## config.mk

```make
export PLATFORM = sky130hd
export DESIGN_NAME = pmct_core_timing
export DESIGN_NICKNAME = d
export VERILOG_FILES = /design/src/rtl/pmct_pkg.sv /design/src/rtl/pmct_core_timing.sv
export SDC_FILE = /design/constraint.sdc
export NUM_CORES = 1
export LEC_CHECK = 0
export BUFFER_PORTS_ARGS = -buffer_cell sky130_fd_sc_hd__buf_2
export CELL_PAD_IN_SITES_DETAIL_PLACEMENT = 1
export CELL_PAD_IN_SITES_GLOBAL_PLACEMENT = 1
export CORE_MARGIN = 4
export CORE_UTILIZATION = 40
export CTS_BUF_LIST = sky130_fd_sc_hd__clkbuf_4 sky130_fd_sc_hd__clkbuf_8
export CTS_CLUSTER_DIAMETER = 50
export DETAILED_ROUTE_END_ITERATION = 7
export HOLD_SLACK_MARGIN = 0.12
export PLACE_DENSITY_LB_ADDON = 0.1
export REMOVE_ABC_BUFFERS = 1
export SETUP_SLACK_MARGIN = 0.15
export SYNTH_ARGS = -nofsm -noshare
export SYNTH_HDL_FRONTEND = slang
export SYNTH_SLANG_ARGS = --single-unit
```

## constraint.sdc

```tcl
create_clock -name sys_clk -period 6.7 [get_ports sys_clk]
set_clock_uncertainty 0.2 [all_clocks]
set_input_delay 0.335 -clock sys_clk [delete_from_list [all_inputs] [get_ports sys_clk]]
set_output_delay 0.335 -clock sys_clk [all_outputs]
set_load 0.01 [all_outputs]
```

## src/rtl/pmct_pkg.sv

```systemverilog
// Shared constants and carrier types for the core timing sequencer
package pmct_pkg;

    // ------------------------------------------------------------
    // Clock and throughput
    // ------------------------------------------------------------
    localparam int unsigned CLK_HZ      = 25_000_000; // Top system clock
    localparam int unsigned CLK_MHZ     = 25;         // Same rate, in MHz
    localparam int unsigned CLK_NS      = 1000 / CLK_MHZ; // Period, ns
    localparam int unsigned PEAK_MIPS   = 25;         // One per clock
    localparam int unsigned NUM_INSTR   = 109;        // Distinct kinds

    // ------------------------------------------------------------
    // Field widths
    // ------------------------------------------------------------
    localparam int unsigned OP_W   = 8;               // Opcode byte
    localparam int unsigned PC_W   = 16;              // Code address
    localparam int unsigned LEN_W  = 2;               // 1..3 bytes
    localparam int unsigned CYC_W  = 4;               // 1..8 clocks

    // ------------------------------------------------------------
    // Clock counts of the instruction classes
    // ------------------------------------------------------------
    localparam logic [CYC_W-1:0] CYC_MAX     = 4'h8; // Longest of all
    localparam logic [CYC_W-1:0] CYC_MUL     = 4'h4; // Multiply
    localparam logic [CYC_W-1:0] CYC_DIV     = 4'h8; // Divide
    localparam logic [CYC_W-1:0] CYC_RET     = 4'h5; // Return pair
    localparam logic [CYC_W-1:0] CYC_LONG    = 4'h4; // Long jump/call
    localparam logic [CYC_W-1:0] CYC_SHORT   = 4'h3; // Short/abs jumps
    localparam logic [CYC_W-1:0] CYC_XMEM    = 4'h3; // Code/ext moves
    localparam logic [CYC_W-1:0] CYC_ONE     = 4'h1; // Single clock

    // ------------------------------------------------------------
    // Debug resources
    // ------------------------------------------------------------
    localparam int unsigned NUM_BP = 4;               // Breakpoints

    // Sequencer states, Gray coded along idle->exec->halt
    typedef enum logic [1:0] {
        PMCT_IDLE = 2'b00,
        PMCT_EXEC = 2'b01,
        PMCT_HALT = 2'b11
    } pmct_state_e;

    // Instruction offered by the fetch stage
    typedef struct packed {
        logic [OP_W-1:0] opcode;  // First program byte
        logic [PC_W-1:0] pc;      // Its code address
        logic            taken;   // Branch condition result
    } pmct_ins_s;

    // Record of a retired instruction
    typedef struct packed {
        logic [PC_W-1:0]  pc;     // Address of the instruction
        logic [LEN_W-1:0] bytes;  // Program bytes
        logic [CYC_W-1:0] cycles; // Clocks it took
    } pmct_done_s;

endpackage : pmct_pkg
```

## src/rtl/pmct_core_timing.sv

```systemverilog
// Instruction timing sequencer and debug halt logic of the core
// Function
// - Decode every standard opcode bit-exactly, timing only differs
// - No instruction exceeds eight system clocks
// - 109 instructions spread over nine timing classes
// - Zero to 25 MHz, up to one instruction per clock
// - Most instructions finish in one or two clocks
// - Host breakpoints, run, stop, step
// - Debug uses no program-visible resources
// - Flash programming over the same debug link
// - Clocks equal program bytes for most instructions
// - Untaken conditional branch is one clock shorter
`timescale 1ns/1ps

module pmct_core_timing #(
    parameter int unsigned NUM_BP = pmct_pkg::NUM_BP
) (
    input  wire logic                 sys_clk,
    input  wire logic                 rst_n,
    // Fetch side
    input  wire logic                 ins_valid,
    input  wire pmct_pkg::pmct_ins_s  ins,
    output logic                      ins_ready,
    output logic                      ret_valid,
    output pmct_pkg::pmct_done_s      ret,
    // Debug host side
    input  wire logic                 dbg_halt_req,
    input  wire logic                 dbg_run_req,
    input  wire logic                 dbg_step_req,
    input  wire logic                 dbg_bp_wr,
    input  wire logic [1:0]           dbg_bp_idx,
    input  wire logic [15:0]          dbg_bp_addr,
    input  wire logic                 dbg_bp_en,
    input  wire logic                 dbg_prog_req,
    output logic                      dbg_halted,
    output logic                      dbg_prog_grant
);

    // ------------------------------------------------------------
    // Opcode decode
    // ------------------------------------------------------------
    // Byte length of a standard opcode, column by column
    function automatic logic [1:0] op_len(input logic [7:0] op);
        logic [3:0] hi;
        logic [3:0] lo;
        logic [1:0] n;
        hi = op[7:4];
        lo = op[3:0];
        n  = 2'h1;
        unique case (lo)
            4'h0: n = (hi == 4'h0 || hi >= 4'hE) ? 2'h1 :
                      (hi <= 4'h3 || hi == 4'h9) ? 2'h3 : 2'h2;
            4'h1: n = 2'h2;
            4'h2: n = (hi <= 4'h1) ? 2'h3 :
                      (hi <= 4'h3 || hi >= 4'hE) ? 2'h1 : 2'h2;
            4'h3: n = (hi >= 4'h4 && hi <= 4'h6) ? 2'h3 : 2'h1;
            4'h4: n = (hi == 4'hB) ? 2'h3 :
                      (hi <= 4'h1 || hi >= 4'hC || hi == 4'h8 ||
                       hi == 4'hA) ? 2'h1 : 2'h2;
            4'h5: n = (hi == 4'h7 || hi == 4'h8 || hi == 4'hB ||
                       hi == 4'hD) ? 2'h3 : (hi == 4'hA) ? 2'h1 : 2'h2;
            4'h6, 4'h7: n = (hi == 4'hB) ? 2'h3 :
                      (hi == 4'h7 || hi == 4'h8 || hi == 4'hA) ? 2'h2
                                                                : 2'h1;
            default: n = (hi == 4'hB) ? 2'h3 :
                      (hi == 4'h7 || hi == 4'h8 || hi == 4'hA ||
                       hi == 4'hD) ? 2'h2 : 2'h1;
        endcase
        return n;
    endfunction : op_len

    // Conditional branches: relative jumps on flags, bits, compares
    function automatic logic op_cond(input logic [7:0] op);
        logic [3:0] hi;
        logic [3:0] lo;
        hi = op[7:4];
        lo = op[3:0];
        return (lo == 4'h0 && hi >= 4'h1 && hi <= 4'h7) ||
               (lo == 4'h4 && hi == 4'hB) ||
               (lo == 4'h5 && (hi == 4'hB || hi == 4'hD)) ||
               ((lo == 4'h6 || lo == 4'h7) && hi == 4'hB) ||
               (lo >= 4'h8 && (hi == 4'hB || hi == 4'hD));
    endfunction : op_cond

    wire logic [7:0]  op      = ins.opcode;
    wire logic [1:0]  len     = op_len(op);
    wire logic        cond    = op_cond(op);
    // One-byte and CJNE indirect-register forms spend one extra clock on the address
    wire logic        ind_x   = (op[3:0] == 4'h6 || op[3:0] == 4'h7) &&
                                (len == 2'h1 || op[7:4] == 4'hB);
    // Bytes give the clocks for most opcodes
    wire logic [3:0]  base    = {2'b00, len} + {3'b000, ind_x};
    wire logic        is_ret  = op == 8'h22 || op == 8'h32;
    wire logic        is_long = op == 8'h02 || op == 8'h12;
    wire logic        is_shrt = op[3:0] == 4'h1 || op == 8'h80 ||
                                op == 8'h73;
    wire logic        is_xmem = op == 8'h83 || op == 8'h93 ||
                                ((op[7:4] >= 4'hE) &&
                                 (op[3:0] == 4'h0 || op[3:0] == 4'h2 ||
                                  op[3:0] == 4'h3));
    // Fixed classes override the byte count
    wire logic [3:0]  fixed   =
        (op == 8'h84) ? pmct_pkg::CYC_DIV  :
        (op == 8'hA4) ? pmct_pkg::CYC_MUL  :
        is_ret        ? pmct_pkg::CYC_RET  :
        is_long       ? pmct_pkg::CYC_LONG :
        is_shrt       ? pmct_pkg::CYC_SHORT:
        is_xmem       ? pmct_pkg::CYC_XMEM : base;
    // A taken branch costs one clock more than a fall-through
    wire logic [3:0]  cycles  = fixed +
                                {3'b000, cond & ins.taken};

    // ------------------------------------------------------------
    // Breakpoint comparators, private flops only
    // ------------------------------------------------------------
    logic [15:0]       bp_addr_r [NUM_BP];  // Watched code addresses
    logic [NUM_BP-1:0] bp_en_r;             // Armed comparators
    logic [NUM_BP-1:0] bp_match;            // Per-slot hit

    for (genvar g = 0; g < NUM_BP; g++) begin : g_bp
        assign bp_match[g] = bp_en_r[g] && bp_addr_r[g] == ins.pc;
    end

    // Host writes one slot at a time; nothing here touches user RAM
    always_ff @(posedge sys_clk or negedge rst_n) begin
        if (!rst_n) begin
            bp_en_r <= '0;
            for (int i = 0; i < NUM_BP; i++) begin
                bp_addr_r[i] <= 16'h0000;
            end
        end else if (dbg_bp_wr) begin
            bp_en_r[dbg_bp_idx]   <= dbg_bp_en;
            bp_addr_r[dbg_bp_idx] <= dbg_bp_addr;
        end
    end

    // ------------------------------------------------------------
    // Sequencer state
    // ------------------------------------------------------------
    pmct_pkg::pmct_state_e state_r, state_nxt;  // Run/halt state
    logic [3:0]  cnt_r, cnt_nxt;                // Clocks still owed
    logic        step_r, step_nxt;              // One-shot run
    logic        skip_r, skip_nxt;              // Ignore bp once
    logic        ready_r, ready_nxt;            // Registered ready

    // Boundary means the previous instruction has used its clocks
    wire logic boundary = cnt_r == 4'h0;
    wire logic bp_hit   = |bp_match && !skip_r && ins_valid;
    // Halt only between instructions so state is coherent
    wire logic halt_now = boundary && (dbg_halt_req || bp_hit);
    wire logic accept   = ins_valid && ready_r && !halt_now;
    wire logic finish   = (accept && cycles == 4'h1) ||
                          cnt_r == 4'h1;

    // Next-state decode for run, stop and single step
    always_comb begin
        state_nxt = state_r;
        cnt_nxt   = (cnt_r != 4'h0) ? cnt_r - 4'h1 : 4'h0;
        step_nxt  = step_r;
        skip_nxt  = skip_r;
        unique case (state_r)
            pmct_pkg::PMCT_IDLE, pmct_pkg::PMCT_EXEC: begin
                if (halt_now) begin
                    state_nxt = pmct_pkg::PMCT_HALT;
                end else if (accept) begin
                    cnt_nxt   = cycles - 4'h1;
                    state_nxt = pmct_pkg::PMCT_EXEC;
                    skip_nxt  = 1'b0;
                    // A step stops after exactly one instruction
                    if (step_r) begin
                        step_nxt  = 1'b0;
                        state_nxt = pmct_pkg::PMCT_HALT;
                    end
                end else if (boundary) begin
                    state_nxt = pmct_pkg::PMCT_IDLE;
                end
            end
            pmct_pkg::PMCT_HALT: begin
                // Finish owed clocks of a stepped instruction first
                if (boundary && (dbg_run_req || dbg_step_req)) begin
                    state_nxt = pmct_pkg::PMCT_IDLE;
                    step_nxt  = dbg_step_req && !dbg_run_req;
                    skip_nxt  = 1'b1; // Resume past the hit address
                end
            end
            default: state_nxt = pmct_pkg::PMCT_HALT;
        endcase
        ready_nxt = cnt_nxt == 4'h0 &&
                    state_nxt != pmct_pkg::PMCT_HALT;
    end

    // State flops
    always_ff @(posedge sys_clk or negedge rst_n) begin
        if (!rst_n) begin
            state_r <= pmct_pkg::PMCT_IDLE;
            cnt_r   <= 4'h0;
            step_r  <= 1'b0;
            skip_r  <= 1'b0;
            ready_r <= 1'b0;
        end else begin
            state_r <= state_nxt;
            cnt_r   <= cnt_nxt;
            step_r  <= step_nxt;
            skip_r  <= skip_nxt;
            ready_r <= ready_nxt;
        end
    end

    // ------------------------------------------------------------
    // Retire record and debug status outputs
    // ------------------------------------------------------------
    pmct_pkg::pmct_done_s cur_r;  // Instruction in flight

    // Captures the record at accept, shows it in the finish pulse
    always_ff @(posedge sys_clk or negedge rst_n) begin
        if (!rst_n) begin
            cur_r     <= '0;
            ret       <= '0;
            ret_valid <= 1'b0;
        end else begin
            if (accept) begin
                cur_r <= '{pc: ins.pc, bytes: len, cycles: cycles};
            end
            ret_valid <= finish;
            if (finish) begin
                ret <= (accept && cycles == 4'h1)
                     ? '{pc: ins.pc, bytes: len, cycles: cycles}
                     : cur_r;
            end
        end
    end

    // Programming is granted only while the core is stopped
    always_ff @(posedge sys_clk or negedge rst_n) begin
        if (!rst_n) begin
            dbg_halted     <= 1'b0;
            dbg_prog_grant <= 1'b0;
        end else begin
            dbg_halted     <= state_nxt == pmct_pkg::PMCT_HALT;
            dbg_prog_grant <= dbg_prog_req &&
                              state_nxt == pmct_pkg::PMCT_HALT;
        end
    end

    assign ins_ready = ready_r;

endmodule : pmct_core_timing

```

==> flow_summary_export.csv <==
group,metric,value,unit
outcome,outcome,"finished clean",
cells_and_area,diodes,0,
route,detail_route.wl_per_cell,18.7,um
floorplan,start_util,0.408,
flow_run,drv_cap,0,
pwr,power_leakage,3.31,nW
clock_network,cts_sinks,124,
route,antenna_left,0,
floorplan,core-area,15900,um2
yosys,syn_inst,538,
cells_and_area,synthToLayoutAreaGrowth,21.0,%
yosys,yosysMostFrequentCell,"dfrtp_1",
route,drt-pass1-iter-count,4,
global_routing,grt_overflow_total,0,
placement,port_buffers,77,
sta,grt_setup_unrepaired,"false",
worst_hold_path,hp-class,"in -> reg",
sta,slew_headroom,0.221,
floorplan,die_area,18400,um2
sta,finalCritPeriodShare,0.634,
yosys,seq_area_frac_synth,0.477,
sta,tightest_slew,1.17,ns
cells_and_area,fin_nets,698,
clock_network,clock_latency,0.44,ns
yosys,synth_area,6510,um2
floorplan,rows,46,
route,avgViaCountPerCell,5.24,
yosys,ys_types,61,
route,drc,0,
clock_network,cts.htree.levels,4,
floorplan,pin_count,78,
yosys,yosys-top-cells-area,"dfrtp_1 (48%), mux2_2 (21%), xnor2_1 (6.6%)",
yosys,synth-edff-count,0,
placement,dp_hpwl,11.5,mm
clock_network,ctsRootBufferMaster,"clkbuf_8",
clock_network,cts-buffers-inserted,17,
clock_network,clkSlewWorstSetupHoldPaths,0.07,ns
clock_network,clk_path_buf_depth,2,
global_routing,grt_max_degree,44,
yosys,synth-main-ff-cell,"dfrtp_1",
floorplan,die_w,136,um
sta,fmax,236,MHz
yosys,syn_avg_cell_area,12.1,um2
route,drt_wl_total,16.3,mm
worst_setup_path,crit_required,6.83,ns
pwr,ir_worst_vdd,0.000133,V
placement,pre_cts_ws,2.06,ns
clock_network,cts_tree,"built",
sta,hold_ws,0.196,ns
route,vias,4554,
global_routing,first_global_vias,5053,
global_routing,track_usage,0.191,
global_routing,antenna_found_initial,0,
sta,setup_viol,0,
worst_setup_path,cp-start-kind,"primary input",
clock_network,cts_setup_buffers,0,
worst_setup_path,crit_type,"in -> reg",
yosys,ys_async_sr_fraction,1.00,
route,drt_iter0_markers,153,
worst_setup_path,crit_arrival,4.37,ns
sta,fin_tns_setup,0,ns
cells_and_area,layout-drive-gt1-share,0.381,
sta,min_period,4.25,ns
cells_and_area,nFillCells,1697,
global_routing,grt_first_pass_wirelength,27.0,mm
placement,place_congestion,0.826,
cells_and_area,fin_util,0.494,
sta,setup_ws,2.45,ns
yosys,yosys_warnings,0,
yosys,yosysTopAreaCell,"dfrtp_1",
yosys,synth_top_area_frac,0.477,
worst_setup_path,endpoint_kind,"register",
yosys,ys_ff_latch,124,
pwr,powerDensity,340,nW/um2
pwr,finalPower,0.00268,W
worst_setup_path,path_max_fanout,23,
floorplan,die_y,136,um
sta,hold_viol,0,
yosys,yosys-top-cells-count,"dfrtp_1 (124), mux2_2 (119), xnor2_1 (49), buf_2 (22), nand2_1 (20)",
sta,slew_viol_final,0,
## final timing paths
kind                            slack [ns]    startpoint             to  cells past startpoint
worst max-delay path                  2.45       ins[18]        ret[10]                     18
worst min-delay path                  0.20  dbg_halt_req     dbg_halted                      3
worst max register to register        3.67  bp_addr_r[5]         step_r                      9
worst min register to register        0.28        skip_r         skip_r                      1
max in group asynchronous             5.05         rst_n  bp_addr_r[14]                      3
min in group asynchronous             0.25         rst_n  bp_addr_r[26]                      2
## metal layers
| layer | GRT usage | vias to the layer above | share of wire |
|---|---|---|---|
| met3 | 0.0416 | 20 | 0.032 |
| met2 | 0.319 | 73 | 0.51 |
| met5 | 0 | - | 0 |
| met1 | 0.248 | 2325 | 0.45 |
| li1 | - | 2136 | - |
| met4 | 0.0594 | 0 | 0.015 |
## critical path: stages
cell      delay, ns
buf_2          0.18
nor4_1         0.57
nand2_1        0.15
o21a_1         0.14
o22ai_1        0.15
a221oi_1       0.10
a22oi_1        0.37
ha_1           0.31
nor2_1         0.11
a21oi_1        0.08
ha_1           0.20
ha_1           0.31
inv_1          0.13
ha_1           0.16
nand2_1        0.07
nor4b_4        0.21
buf_4          0.39
mux2_2         0.38
## layout make-up
type	count	area [um2]	share of cell area
Clock buffer	22	290	0.0368
Clock inverter	10	161	0.0205
Inverter	7	26.3	0.00333
Multi-Input combinational cell	369	3220	0.408
Sequential cell	124	3100	0.394
Tap cell	216	270	0.0343
Timing Repair Buffer	121	813	0.103
## cells in the final DEF, fill, tap and decap left out, types with 3 or more instances in the layout
cell | Yosys | final
nand2_1 | 20 | 20
nand3b_1 | 4 | 4
buf_4 | 3 | 7
bufinv_16 | 0 | 4
xnor2_1 | 49 | 49
ha_1 | 6 | 6
xor2_1 | 19 | 19
clkinvlp_4 | 0 | 3
dlygate4sd3_1 | 0 | 38
mux2_2 | 119 | 119
clkbuf_8 | 0 | 20
nand4_1 | 12 | 12
inv_1 | 7 | 7
nor2_1 | 17 | 17
o21ai_0 | 9 | 9
buf_2 | 22 | 76
nor3_1 | 9 | 9
o22ai_1 | 3 | 3
dfrtp_1 | 124 | 124
o32ai_1 | 3 | 3
nand3_1 | 11 | 11
nor2b_1 | 4 | 4
mux2i_1 | 6 | 6
a21oi_1 | 14 | 14
nor4_1 | 7 | 7
mux2_1 | 7 | 7
nor3b_1 | 4 | 3
## flip-flops by register name, indices dropped and copies added (netlist names)
name and cells:
bp_addr_r 64, ret 22, ins_ready 1, ret_valid 1
dbg_halted 1, cur_r 22, state_r 2, bp_en_r 4
dbg_prog_grant 1, step_r 1, skip_r 1, cnt_r 4
## metrics by stage
step,cell area (um2),std cells
floorplan,6320,500
global route,7880,869
CTS,7880,869
finish,7880,869
detailed placement,7050,799
global placement,7050,799
## power by group
part           internal [W]  total, W  switching, W
clock              0.000443  0.000741      0.000298
combinational      0.000447  0.000818      0.000371
sequential         0.000986   0.00112      0.000137
## cells by family after synthesis
kind of cell               count (synthesis)  synth area share
DFF                                      124             0.477
buffers and inverters                     45            0.0331
muxes                                    132             0.227
AOI/OAI and AO/OA                         62            0.0717
adders and majority gates                  6            0.0115
xor gates and xnor gates                  68            0.0915
and+or+nand+nor                          101            0.0886
## timing repair
| item | in CTS | in global routing |
|---|---|---|
| endpoints found under the hold margin | 142 | 0 |
| hold buffers | 38 | 0 |
| endpoints found under the setup margin | 0 | 0 |
| gates resized for setup | 0 | 0 |
(Power assumes the default switching activity.)
